--- src/design/mtm_pkg.sv ---
// package: map, field layouts and codes of the multichannel timer
package mtm_pkg;
	localparam int CH_N = 3;
	localparam int REG_N = 4;
	localparam int CNT_W = 16;
	localparam int ADDR_W = 8;
	localparam int PIN_N = 8;
	localparam int EXT_N = 4;
	localparam int DIV_W = 6;
	localparam int ACT_W = 4;
	// ****************************************
	// register map: page 0 global, page n+1 channel n
	// ****************************************
	localparam logic [1:0] PAGE_GLB = 2'h0;
	localparam logic [5:0] OFS_START = 6'h00;
	localparam logic [5:0] OFS_SYNC = 6'h04;
	localparam logic [5:0] OFS_CTRL = 6'h00;
	localparam logic [5:0] OFS_MODE = 6'h04;
	localparam logic [5:0] OFS_ACT = 6'h08;
	localparam logic [5:0] OFS_IRQEN = 6'h0c;
	localparam logic [5:0] OFS_STAT = 6'h10;
	localparam logic [5:0] OFS_CNT = 6'h14;
	localparam logic [5:0] OFS_GREG = 6'h18;
	localparam logic [CNT_W-1:0] CNT_RST = 16'h0000;
	localparam logic [CNT_W-1:0] CNT_MAX = 16'hffff;
	localparam logic [CNT_W-1:0] GREG_RST = 16'hffff;
	// ****************************************
	// field codes
	// ****************************************
	localparam logic [2:0] CLR_A = 3'h1;
	localparam logic [2:0] CLR_B = 3'h2;
	localparam logic [2:0] CLR_SYNC = 3'h3;
	localparam logic [2:0] CLR_C = 3'h5;
	localparam logic [2:0] CLR_D = 3'h6;
	localparam logic [1:0] ACT_NONE = 2'h0;
	localparam logic [1:0] ACT_LO = 2'h1;
	localparam logic [1:0] ACT_HI = 2'h2;
	localparam int ACT_INIT = 2;
	localparam int ACT_CAPT = 3;
	localparam logic [1:0] EDGE_RISE = 2'h0;
	localparam logic [1:0] EDGE_FALL = 2'h1;
	localparam int PSC_EXT = 2;
	localparam logic [1:0] PSC_DIV1 = 2'h0;
	localparam logic [1:0] PSC_DIV4 = 2'h1;
	localparam logic [1:0] PSC_DIV16 = 2'h2;
	localparam logic [DIV_W-1:0] MSK_DIV4 = 6'h03;
	localparam logic [DIV_W-1:0] MSK_DIV16 = 6'h0f;
	localparam logic [DIV_W-1:0] MSK_DIV64 = 6'h3f;
	localparam logic [1:0] PH_M1 = 2'h0;
	localparam logic [1:0] PH_M2 = 2'h1;
	localparam logic [1:0] PH_M3 = 2'h2;
	localparam int ST_OVF = 4;
	localparam int ST_UDF = 5;
	localparam int ST_DIR = 7;
	typedef enum logic [1:0] {
		MODE_NORMAL = 2'h0,
		MODE_PWM1 = 2'h1,
		MODE_PWM2 = 2'h2,
		MODE_PHASE = 2'h3
	} mtm_mode_e;
	typedef struct packed {
		logic [2:0] clr;
		logic [1:0] edge_sel;
		logic [2:0] psc;
	} mtm_ctrl_s;
	typedef struct packed {
		logic [1:0] phase;
		logic buf_b;
		logic buf_a;
		mtm_mode_e mode;
	} mtm_modecfg_s;
endpackage

--- src/design/mtm_timer_top.sv ---
// three-channel 16-bit timer with sync, buffer, pwm and encoder modes
//
// Local design decisions: the register addresses and register access over APB.
`timescale 1ns/100ps
module mtm_timer_top (
	// clock and reset
	input wire logic i_sys_clk,
	input wire logic i_nrst,
	// apb slave
	input wire logic i_psel,
	input wire logic i_penable,
	input wire logic i_pwrite,
	input wire logic [mtm_pkg::ADDR_W-1:0] i_paddr,
	input wire logic [31:0] i_pwdata,
	output logic [31:0] o_prdata,
	output logic o_pready,
	output logic o_pslverr,
	// waveform pins: 0A 0B 0C 0D 1A 1B 2A 2B
	input wire logic [mtm_pkg::PIN_N-1:0] i_wave_in,
	output logic [mtm_pkg::PIN_N-1:0] o_wave,
	output logic [mtm_pkg::PIN_N-1:0] o_wave_oe,
	// external clocks a..d
	input wire logic [mtm_pkg::EXT_N-1:0] i_ext_clock
);
	localparam int CH_N = mtm_pkg::CH_N;
	localparam int REG_N = mtm_pkg::REG_N;
	localparam int W = mtm_pkg::CNT_W;

	// ****************************************
	// helpers
	// ****************************************
	function automatic int pin_of(input int c, input int r);
		return (c == 0) ? r : 2 * c + 2 + r;
	endfunction

	function automatic logic has_reg(input int c, input int r);
		return (c == 0) || (r < 2);
	endfunction

	// register index named by a clear selection, -1 when none
	function automatic int clr_reg(input logic [2:0] code);
		case (code)
			mtm_pkg::CLR_A: return 0;
			mtm_pkg::CLR_B: return 1;
			mtm_pkg::CLR_C: return 2;
			mtm_pkg::CLR_D: return 3;
			default: return -1;
		endcase
	endfunction

	function automatic logic act_lvl(input logic [1:0] code, input logic lvl);
		case (code)
			mtm_pkg::ACT_NONE: return lvl;
			mtm_pkg::ACT_LO: return 1'b0;
			mtm_pkg::ACT_HI: return 1'b1;
			default: return ~lvl;
		endcase
	endfunction

	// {up, down} from phase inputs and their previous samples
	function automatic logic [1:0] phase_dec(input logic [1:0] pm, input logic a,
			input logic ap, input logic b, input logic bp);
		logic ar, af, br, bf, up, dn;
		ar = a & ~ap;
		af = ~a & ap;
		br = b & ~bp;
		bf = ~b & bp;
		case (pm)
			mtm_pkg::PH_M1: begin
				up = (a & br) | (~a & bf) | (ar & ~b) | (af & b);
				dn = (a & bf) | (~a & br) | (ar & b) | (af & ~b);
			end
			mtm_pkg::PH_M2: begin
				up = af & b;
				dn = af & ~b;
			end
			mtm_pkg::PH_M3: begin
				up = af & b;
				dn = a & bf;
			end
			default: begin
				up = (a & br) | (~a & bf);
				dn = (a & bf) | (~a & br);
			end
		endcase
		return {up, dn};
	endfunction

	// count enable from prescaler or selected external clock edge
	function automatic logic psc_tick(input mtm_pkg::mtm_ctrl_s ct,
			input logic [mtm_pkg::DIV_W-1:0] div, input logic [mtm_pkg::EXT_N-1:0] ex,
			input logic [mtm_pkg::EXT_N-1:0] exp);
		logic rise, fall, t;
		rise = ex[ct.psc[1:0]] & ~exp[ct.psc[1:0]];
		fall = ~ex[ct.psc[1:0]] & exp[ct.psc[1:0]];
		t = 1'b0;
		if (ct.psc[mtm_pkg::PSC_EXT]) begin
			case (ct.edge_sel)
				mtm_pkg::EDGE_RISE: t = rise;
				mtm_pkg::EDGE_FALL: t = fall;
				default: t = rise | fall;
			endcase
		end else begin
			case (ct.psc[1:0])
				mtm_pkg::PSC_DIV1: t = 1'b1;
				mtm_pkg::PSC_DIV4: t = (div & mtm_pkg::MSK_DIV4) == '0;
				mtm_pkg::PSC_DIV16: t = (div & mtm_pkg::MSK_DIV16) == '0;
				default: t = (div & mtm_pkg::MSK_DIV64) == '0;
			endcase
		end
		return t;
	endfunction

	// ****************************************
	// state
	// ****************************************
	logic [CH_N-1:0] start_ff, sync_ff, ovf_ff, udf_ff, dir_ff;
	mtm_pkg::mtm_ctrl_s ctrl_ff [CH_N];
	mtm_pkg::mtm_modecfg_s mode_ff [CH_N];
	logic [REG_N*mtm_pkg::ACT_W-1:0] act_ff [CH_N];
	logic [7:0] irqen_ff [CH_N];
	logic [REG_N-1:0] flag_ff [CH_N];
	logic [W-1:0] cnt_ff [CH_N];
	logic [W-1:0] greg_ff [CH_N][REG_N];
	logic [mtm_pkg::DIV_W-1:0] div_ff;
	logic [mtm_pkg::EXT_N-1:0] ext_prev_ff;
	logic [mtm_pkg::PIN_N-1:0] pin_prev_ff, wave_ff, oe_ff, nxt_wave, nxt_oe;
	logic pready_ff, pslverr_ff;
	logic [31:0] prdata_ff, rd_data;
	logic dec_err, wr_go;
	logic [1:0] page;
	logic [5:0] off;
	int wch, gidx;
	logic [CH_N-1:0] tick, up, dn, own_clr, clr, load, phase, stat_wr;
	logic [REG_N-1:0] match [CH_N];
	logic [REG_N-1:0] capt [CH_N];

	assign page = i_paddr[7:6];
	assign off = i_paddr[5:0];
	assign wch = int'(page) - 1;
	assign gidx = int'(off - mtm_pkg::OFS_GREG) >> 2;
	assign wr_go = i_psel & i_penable & pready_ff & i_pwrite & ~dec_err;
	assign o_prdata = prdata_ff;
	assign o_pready = pready_ff;
	assign o_pslverr = pslverr_ff;
	assign o_wave = wave_ff;
	assign o_wave_oe = oe_ff;

	// ****************************************
	// apb slave
	// ****************************************
	// read mux and address decode, shared by reads and writes
	always_comb begin
		logic [7:0] st;
		st = '0;
		rd_data = '0;
		dec_err = 1'b0;
		if (page == mtm_pkg::PAGE_GLB) begin
			if (off == mtm_pkg::OFS_START) rd_data = 32'(start_ff);
			else if (off == mtm_pkg::OFS_SYNC) rd_data = 32'(sync_ff);
			else dec_err = 1'b1;
		end else begin
			st[REG_N-1:0] = flag_ff[wch];
			st[mtm_pkg::ST_OVF] = ovf_ff[wch];
			st[mtm_pkg::ST_UDF] = udf_ff[wch];
			st[mtm_pkg::ST_DIR] = dir_ff[wch];
			case (off)
				mtm_pkg::OFS_CTRL: rd_data = 32'(ctrl_ff[wch]);
				mtm_pkg::OFS_MODE: rd_data = 32'(mode_ff[wch]);
				mtm_pkg::OFS_ACT: rd_data = 32'(act_ff[wch]);
				mtm_pkg::OFS_IRQEN: rd_data = 32'(irqen_ff[wch]);
				mtm_pkg::OFS_STAT: rd_data = 32'(st);
				mtm_pkg::OFS_CNT: rd_data = 32'(cnt_ff[wch]);
				default: begin
					if (off >= mtm_pkg::OFS_GREG && off[1:0] == 2'h0 && gidx < REG_N &&
							has_reg(wch, gidx))
						rd_data = 32'(greg_ff[wch][gidx]);
					else
						dec_err = 1'b1;
				end
			endcase
		end
	end

	// one wait state: ready rises in the second access cycle
	always_ff @(posedge i_sys_clk or negedge i_nrst) begin
		if (!i_nrst) begin
			pready_ff <= 1'b0;
			prdata_ff <= '0;
			pslverr_ff <= 1'b0;
		end else begin
			pready_ff <= i_psel & i_penable & ~pready_ff;
			if (i_psel & i_penable & ~pready_ff) begin
				prdata_ff <= i_pwrite ? '0 : rd_data;
				pslverr_ff <= dec_err;
			end
		end
	end

	// ****************************************
	// count enables, matches, captures, clears
	// ****************************************
	always_comb begin
		logic [1:0] ud;
		logic [mtm_pkg::ACT_W-1:0] a;
		logic pwm, inp, inpp;
		int cr, ea;
		ud = '0;
		a = '0;
		pwm = 1'b0;
		inp = 1'b0;
		inpp = 1'b0;
		cr = -1;
		ea = 0;
		for (int c = 0; c < CH_N; c++) begin
			phase[c] = (c > 0) && (mode_ff[c].mode == mtm_pkg::MODE_PHASE);
			ea = (c > 0) ? 2 * (c - 1) : 0;
			ud = phase_dec(mode_ff[c].phase, i_ext_clock[ea], ext_prev_ff[ea],
				i_ext_clock[ea + 1], ext_prev_ff[ea + 1]);
			up[c] = start_ff[c] & phase[c] & ud[1];
			dn[c] = start_ff[c] & phase[c] & ud[0];
			// prescale and edge select bypassed in encoder mode
			tick[c] = phase[c] ? (up[c] | dn[c]) :
				(start_ff[c] & psc_tick(ctrl_ff[c], div_ff, i_ext_clock, ext_prev_ff));
			pwm = mode_ff[c].mode == mtm_pkg::MODE_PWM1 ||
				mode_ff[c].mode == mtm_pkg::MODE_PWM2;
			for (int r = 0; r < REG_N; r++) begin
				a = act_ff[c][r*mtm_pkg::ACT_W +: mtm_pkg::ACT_W];
				inp = i_wave_in[pin_of(c, r)];
				inpp = pin_prev_ff[pin_of(c, r)];
				match[c][r] = has_reg(c, r) && tick[c] && cnt_ff[c] == greg_ff[c][r] &&
					(pwm || !a[mtm_pkg::ACT_CAPT]);
				capt[c][r] = has_reg(c, r) && !pwm && a[mtm_pkg::ACT_CAPT] &&
					((a[1:0] == mtm_pkg::EDGE_RISE) ? (inp & ~inpp) :
					(a[1:0] == mtm_pkg::EDGE_FALL) ? (~inp & inpp) : (inp ^ inpp));
			end
			cr = clr_reg(ctrl_ff[c].clr);
			own_clr[c] = (cr >= 0) && (match[c][cr] || capt[c][cr]);
			load[c] = wr_go && page != mtm_pkg::PAGE_GLB && off == mtm_pkg::OFS_CNT &&
				(c == wch || (sync_ff[c] && sync_ff[wch]));
			stat_wr[c] = wr_go && page != mtm_pkg::PAGE_GLB && off == mtm_pkg::OFS_STAT && wch == c;
		end
		for (int c = 0; c < CH_N; c++) begin
			clr[c] = own_clr[c] || (sync_ff[c] && ctrl_ff[c].clr == mtm_pkg::CLR_SYNC &&
				|(own_clr & sync_ff & ~(CH_N'(1) << c)));
		end
	end

	// ****************************************
	// configuration registers
	// ****************************************
	always_ff @(posedge i_sys_clk or negedge i_nrst) begin
		if (!i_nrst) begin
			start_ff <= '0;
			sync_ff <= '0;
			for (int c = 0; c < CH_N; c++) begin
				ctrl_ff[c] <= '0;
				mode_ff[c] <= '0;
				act_ff[c] <= '0;
				irqen_ff[c] <= '0;
			end
		end else if (wr_go) begin
			if (page == mtm_pkg::PAGE_GLB) begin
				if (off == mtm_pkg::OFS_START) start_ff <= i_pwdata[CH_N-1:0];
				if (off == mtm_pkg::OFS_SYNC) sync_ff <= i_pwdata[CH_N-1:0];
			end else begin
				case (off)
					mtm_pkg::OFS_CTRL: ctrl_ff[wch] <= mtm_pkg::mtm_ctrl_s'(i_pwdata[7:0]);
					mtm_pkg::OFS_MODE: mode_ff[wch] <= mtm_pkg::mtm_modecfg_s'(i_pwdata[5:0]);
					mtm_pkg::OFS_ACT: act_ff[wch] <= i_pwdata[REG_N*mtm_pkg::ACT_W-1:0];
					mtm_pkg::OFS_IRQEN: irqen_ff[wch] <= i_pwdata[7:0];
					default: ;
				endcase
			end
		end
	end

	// free prescaler and input history for edge detection
	always_ff @(posedge i_sys_clk or negedge i_nrst) begin
		if (!i_nrst) begin
			div_ff <= '0;
			ext_prev_ff <= '0;
			pin_prev_ff <= '0;
		end else begin
			div_ff <= div_ff + 1'b1;
			ext_prev_ff <= i_ext_clock;
			pin_prev_ff <= i_wave_in;
		end
	end

	// ****************************************
	// counters and status
	// ****************************************
	// bus preset beats clear, clear beats counting
	always_ff @(posedge i_sys_clk or negedge i_nrst) begin
		if (!i_nrst) begin
			for (int c = 0; c < CH_N; c++) cnt_ff[c] <= mtm_pkg::CNT_RST;
		end else begin
			for (int c = 0; c < CH_N; c++) begin
				if (load[c]) cnt_ff[c] <= i_pwdata[W-1:0];
				else if (clr[c]) cnt_ff[c] <= mtm_pkg::CNT_RST;
				else if (tick[c]) cnt_ff[c] <= dn[c] ? cnt_ff[c] - 1'b1 : cnt_ff[c] + 1'b1;
			end
		end
	end

	// flags clear by writing zero; a same-cycle event still sets
	always_ff @(posedge i_sys_clk or negedge i_nrst) begin
		if (!i_nrst) begin
			ovf_ff <= '0;
			udf_ff <= '0;
			dir_ff <= '1;
			for (int c = 0; c < CH_N; c++) flag_ff[c] <= '0;
		end else begin
			for (int c = 0; c < CH_N; c++) begin
				flag_ff[c] <= (stat_wr[c] ? flag_ff[c] & i_pwdata[REG_N-1:0] : flag_ff[c]) |
					match[c] | capt[c];
				ovf_ff[c] <= (stat_wr[c] ? ovf_ff[c] & i_pwdata[mtm_pkg::ST_OVF] : ovf_ff[c]) |
					(tick[c] & ~dn[c] & cnt_ff[c] == mtm_pkg::CNT_MAX & ~clr[c] & ~load[c]);
				udf_ff[c] <= (stat_wr[c] ? udf_ff[c] & i_pwdata[mtm_pkg::ST_UDF] : udf_ff[c]) |
					(dn[c] & cnt_ff[c] == mtm_pkg::CNT_RST & ~clr[c] & ~load[c]);
				if (tick[c]) dir_ff[c] <= ~dn[c];
			end
		end
	end

	// ****************************************
	// general registers and channel 0 buffering
	// ****************************************
	always_ff @(posedge i_sys_clk or negedge i_nrst) begin
		if (!i_nrst) begin
			for (int c = 0; c < CH_N; c++)
				for (int r = 0; r < REG_N; r++) greg_ff[c][r] <= mtm_pkg::GREG_RST;
		end else begin
			for (int c = 0; c < CH_N; c++) begin
				for (int r = 0; r < REG_N; r++) begin
					if (wr_go && page != mtm_pkg::PAGE_GLB && off >= mtm_pkg::OFS_GREG &&
							wch == c && gidx == r)
						greg_ff[c][r] <= i_pwdata[W-1:0];
					if (capt[c][r]) greg_ff[c][r] <= cnt_ff[c];
				end
			end
			// later assignments win: buffer moves override plain updates
			for (int r = 0; r < 2; r++) begin
				if (r == 0 ? mode_ff[0].buf_a : mode_ff[0].buf_b) begin
					if (match[0][r]) greg_ff[0][r] <= greg_ff[0][r + 2];
					if (capt[0][r]) greg_ff[0][r + 2] <= greg_ff[0][r];
				end
			end
		end
	end

	// ****************************************
	// waveform pins
	// ****************************************
	always_comb begin
		logic [mtm_pkg::ACT_W-1:0] a, aq;
		logic wa;
		int p, cr;
		a = '0;
		aq = '0;
		wa = 1'b0;
		p = 0;
		cr = -1;
		nxt_wave = wave_ff;
		nxt_oe = oe_ff;
		for (int c = 0; c < CH_N; c++) begin
			cr = clr_reg(ctrl_ff[c].clr);
			wa = wr_go && page != mtm_pkg::PAGE_GLB && off == mtm_pkg::OFS_ACT && wch == c;
			for (int r = 0; r < REG_N; r++) begin
				if (has_reg(c, r)) begin
					p = pin_of(c, r);
					a = act_ff[c][r*mtm_pkg::ACT_W +: mtm_pkg::ACT_W];
					case (mode_ff[c].mode)
						mtm_pkg::MODE_PWM1: begin
							nxt_oe[p] = (r % 2) == 0;
							if ((r % 2) == 0) begin
								aq = act_ff[c][(r+1)*mtm_pkg::ACT_W +: mtm_pkg::ACT_W];
								if (greg_ff[c][r] != greg_ff[c][r + 1]) begin
									if (match[c][r]) nxt_wave[p] = act_lvl(a[1:0], wave_ff[p]);
									if (match[c][r + 1]) nxt_wave[p] = act_lvl(aq[1:0], wave_ff[p]);
								end
							end
						end
						mtm_pkg::MODE_PWM2: begin
							nxt_oe[p] = (r != cr);
							if (match[c][r] && !clr[c]) nxt_wave[p] = act_lvl(a[1:0], wave_ff[p]);
							// simultaneous duty and cycle match: pin holds
							if (clr[c] && !match[c][r]) nxt_wave[p] = a[mtm_pkg::ACT_INIT];
						end
						default: begin
							nxt_oe[p] = !a[mtm_pkg::ACT_CAPT] && a[1:0] != mtm_pkg::ACT_NONE;
							if (match[c][r]) nxt_wave[p] = act_lvl(a[1:0], wave_ff[p]);
						end
					endcase
					// writing the action register presets the initial level
					if (wa) nxt_wave[p] = i_pwdata[r*mtm_pkg::ACT_W + mtm_pkg::ACT_INIT];
				end
			end
		end
	end

	always_ff @(posedge i_sys_clk or negedge i_nrst) begin
		if (!i_nrst) begin
			wave_ff <= '0;
			oe_ff <= '0;
		end else begin
			wave_ff <= nxt_wave;
			oe_ff <= nxt_oe;
		end
	end
endmodule

--- config.mk ---
export PLATFORM = sky130hd
export DESIGN_NAME = mtm_timer_top
export DESIGN_NICKNAME = d
export VERILOG_FILES = /design/src/design/mtm_pkg.sv /design/src/design/mtm_timer_top.sv
export SDC_FILE = /design/constraint.sdc
export NUM_CORES = 1
export LEC_CHECK = 0
export BUFFER_PORTS_ARGS = -buffer_cell sky130_fd_sc_hd__clkbuf_2
export CAP_MARGIN = 20
export CORE_MARGIN = 1.5
export CORE_UTILIZATION = 30
export DETAILED_ROUTE_END_ITERATION = 10
export PLACE_DENSITY = 0.55
export SYNTH_ARGS = -nofsm -noshare
export SYNTH_HDL_FRONTEND = slang
export SYNTH_SLANG_ARGS = --single-unit
--- constraint.sdc ---
create_clock -name i_sys_clk -period 5.2 [get_ports i_sys_clk]
set_input_delay 0.52 -clock i_sys_clk [delete_from_list [all_inputs] [get_ports i_sys_clk]]
set_output_delay 0.52 -clock i_sys_clk [all_outputs]
set_load 0.1 [all_outputs]
==> flow_summary.toml <==
[outcome]
outcome = "finished clean"

[yosys]
synthFlopType = "dfrtp_1"
netlist_instances = 2921
synthArstFlopShare_pct = 100
synth_common_cells = "nand2_1 (334), mux2_2 (276), dfrtp_1 (238)"
yosysTopAreaCellShare_pct = 20.8
synth_edf_count = 0
synth.cell_area_um2 = 28600
synthTopCellsByArea = "dfrtp_1 (21%), dfstp_2 (18%), mux2_2 (11%), mux2i_1 (6.8%), xor2_1 (5.8%)"
synth_top_cell_by_area = "dfrtp_1"
synth.yosys.seq_area_share_pct = 38.7
yosys.cell_count.top_type = "nand2_1"
syn_avg_cell_area_um2 = 9.79
ys_warn_count = 0
ys_types = 80
synth-seq-cells = 432

[routing]
dr.first_iter.drc_count = 2770
vias = 23900
wirelength_mm = 110
postRouteAntennaNets = 0
viasPerCell = 5.65
drc = 0
first_pass_iters = 6
avgRoutedWirePerCell_um = 25.9

[timing]
rsz0062_at_grt = "false"
fin_crit_sh_pct = 92.7
slew-limit-headroom_pct = 15.5
timing.final.hold_violations = 0
report.final.slew_viol_count = 0
finalSetupViolations = 0
min_period_ps = 4820
fmax_mhz = 207
fin_skew_ps = 28.2
worst_pin_slew_ps = 1270
hold_slack_ps = 36.3
fin_tns_setup_ps = 0

[floorplan]
chipWidth_um = 312
fp-row-count = 113
fp.dieH_um = 312
initial_utilization_pct = 30.2
num_io_pins = 107
coreArea_um2 = 94700
die_area_um2 = 97200

[clocking]
root_buffer = "clkbuf_16"
insertion_delay_ps = 640
htree_num_levels = 2
clk_pin_slew_ps = 60
post-cts-setup-buffers = 0
clockBufferDepth = 3
clock-sinks = 432
cts_tree = "done"
cts_made_buffers = 52
cts.repair.resized = 0

[grt]
grt_pass1_wl_mm = 160
overflow = 0
grt_max_degree = 109
antenna_found_initial = 4
grt_usage_pct = 22.0
grt_pass1_vias = 22700

[final_layout]
final_util_pct = 34.1
layout-drive-gt1-share_pct = 26.6
fin_nets = 3073
synthToLayoutAreaGrowth_pct = 12.9

[place]
place_hpwl_mm = 77.5
port-buffer-count = 74
globalplace.congestion = 0.952

[worst_setup_path]
crit_fanout = 7
crit_path_end = "o_wave[5]$_DFFE_PN0P_"
worstReg2RegEnd = "o_wave[5]$_DFFE_PN0P_"
reg2reg_slack_ps = 380
required_ps = 5740
critPathCaptureType = "flop"
crit_type = "reg -> reg"
reg2reg_from = "div_ff[0]$_DFF_PN0_"
timing.critical_path.arrival_ps = 5360
critPathLaunchType = "flop"
r2r_cells = 14
startpoint = "div_ff[0]$_DFF_PN0_"

[hold_path]
hp-class = "in -> reg"

[power_and_ir_drop]
powerDensity_nw_per_um2 = 248
vdd.ir_drop.worst_v = 0.000241
p_leak_nw = 15.3

[flow_run]
drv_cap = 0
## cell type report
| type | count | area (um^2) |
|---|---|---|
| Antenna cell | 1 | 2.50 |
| Timing Repair Buffer | 184 | 1250 |
| Clock inverter | 24 | 308 |
| Clock buffer | 73 | 1460 |
| Multi-Input combinational cell | 2174 | 16300 |
| Fill cell | 9693 | 62500 |
| Sequential cell | 432 | 11100 |
| Tap cell | 1265 | 1580 |
| Inverter | 71 | 267 |
## routing by layer
| metal | wire length, um | vias to the layer above | global-route usage [%] |
|---|---|---|---|
| met1 | 47000 | 12000 | 30.3 |
| met5 | 36 | - | 0 |
| met3 | 9010 | 206 | 3.77 |
| met2 | 49200 | 1118 | 34.1 |
| li1 | - | 10500 | - |
| met4 | 4370 | 6 | 8.54 |
## sequential cells by signal, indices dropped and copies added, names as in the netlist, 6 cells and up
register / cells
o_prdata: 16
o_wave_oe: 8
o_wave: 8
div_ff: 6
pin_prev_ff: 8
ctrl_ff: 24
flag_ff: 12
mode_ff: 18
irqen_ff: 24
cnt_ff: 48
act_ff: 48
greg_ff: 192
## cell usage in the layout (no fill, tap or decap), types with 35 or more instances in the layout
master / Yosys / final
xor2_1: 189 / 189
mux2i_1: 195 / 195
dfrtp_1: 238 / 238
nor2_1: 98 / 96
a22oi_1: 42 / 42
o31ai_1: 52 / 52
nand2_1: 334 / 334
a221oi_1: 55 / 55
xnor2_1: 49 / 49
clkbuf_16: 0 / 52
a21oi_1: 139 / 138
clkbuf_2: 0 / 72
ha_1: 99 / 98
nor4_1: 51 / 51
inv_1: 70 / 70
nand3_1: 55 / 55
dfstp_2: 194 / 194
mux2_2: 276 / 276
nor3_1: 36 / 35
buf_4: 16 / 103
o21ai_0: 204 / 204
## kinds of logic after synthesis
kind of cell	count (synthesis)	synth area share, %
buffers and inverters	330	4.65
xor gates and xnor gates	238	7.29
other	1	0.0131
AOI/OAI and AO/OA	647	14.7
adders and majority gates	102	4.51
and+or+nand+nor	679	10.9
DFF	432	38.7
muxes	492	19.3
## worst min path at each step
stage,from,endpoint,cells past startpoint
floorplan,i_nrst,act_ff[0]$_DFFE_PN0P_,0
global placement,act_ff[15]$_DFFE_PN0P_,act_ff[15]$_DFFE_PN0P_,2
detailed placement,act_ff[15]$_DFFE_PN0P_,act_ff[15]$_DFFE_PN0P_,2
CTS,i_wave_in[3],pin_prev_ff[3]$_DFF_PN0_,1
global route,i_wave_in[3],pin_prev_ff[3]$_DFF_PN0_,1
finish,i_wave_in[3],pin_prev_ff[3]$_DFF_PN0_,1
## worst max-delay path: stages, from the launching register on
cell,delay [ps]
dfrtp_1,400
inv_1,90
ha_1,210
or3b_4,420
or4_1,400
and3_1,280
or4_4,610
a31o_1,270
nor4_4,490
nand2_4,170
a211oi_4,320
ha_1,290
mux2_2,270
or3_1,310
a31oi_1,160
## timing repair
action	CTS	global route
setup endpoints to repair	0	0
hold buffers	4	0
hold endpoints to repair	15	0
## per-stage QoR
| stage | area, um^2 | instances | power [mW] | setup WS [ps] |
|---|---|---|---|---|
| final | 32300 | 4224 | 8.02 | 378 |
| after global routing | 32300 | 4223 | 8.25 | 144 |
| after CTS | 32300 | 4223 | 8.07 | 352 |
| after detailed placement | 30500 | 4122 | 4.21 | 245 |
| after global placement | 30500 | 4122 | 4.21 | 262 |
| after floorplan | 28700 | 2936 | 3.90 | 341 |
## power breakdown
group,switching (mW),internal (mW),leakage (nW)
logic,0.549,0.185,9.22
registers,0.0371,3.40,5.19
clock network,1.59,2.26,0.869
Power figures use the tool's default switching activity.
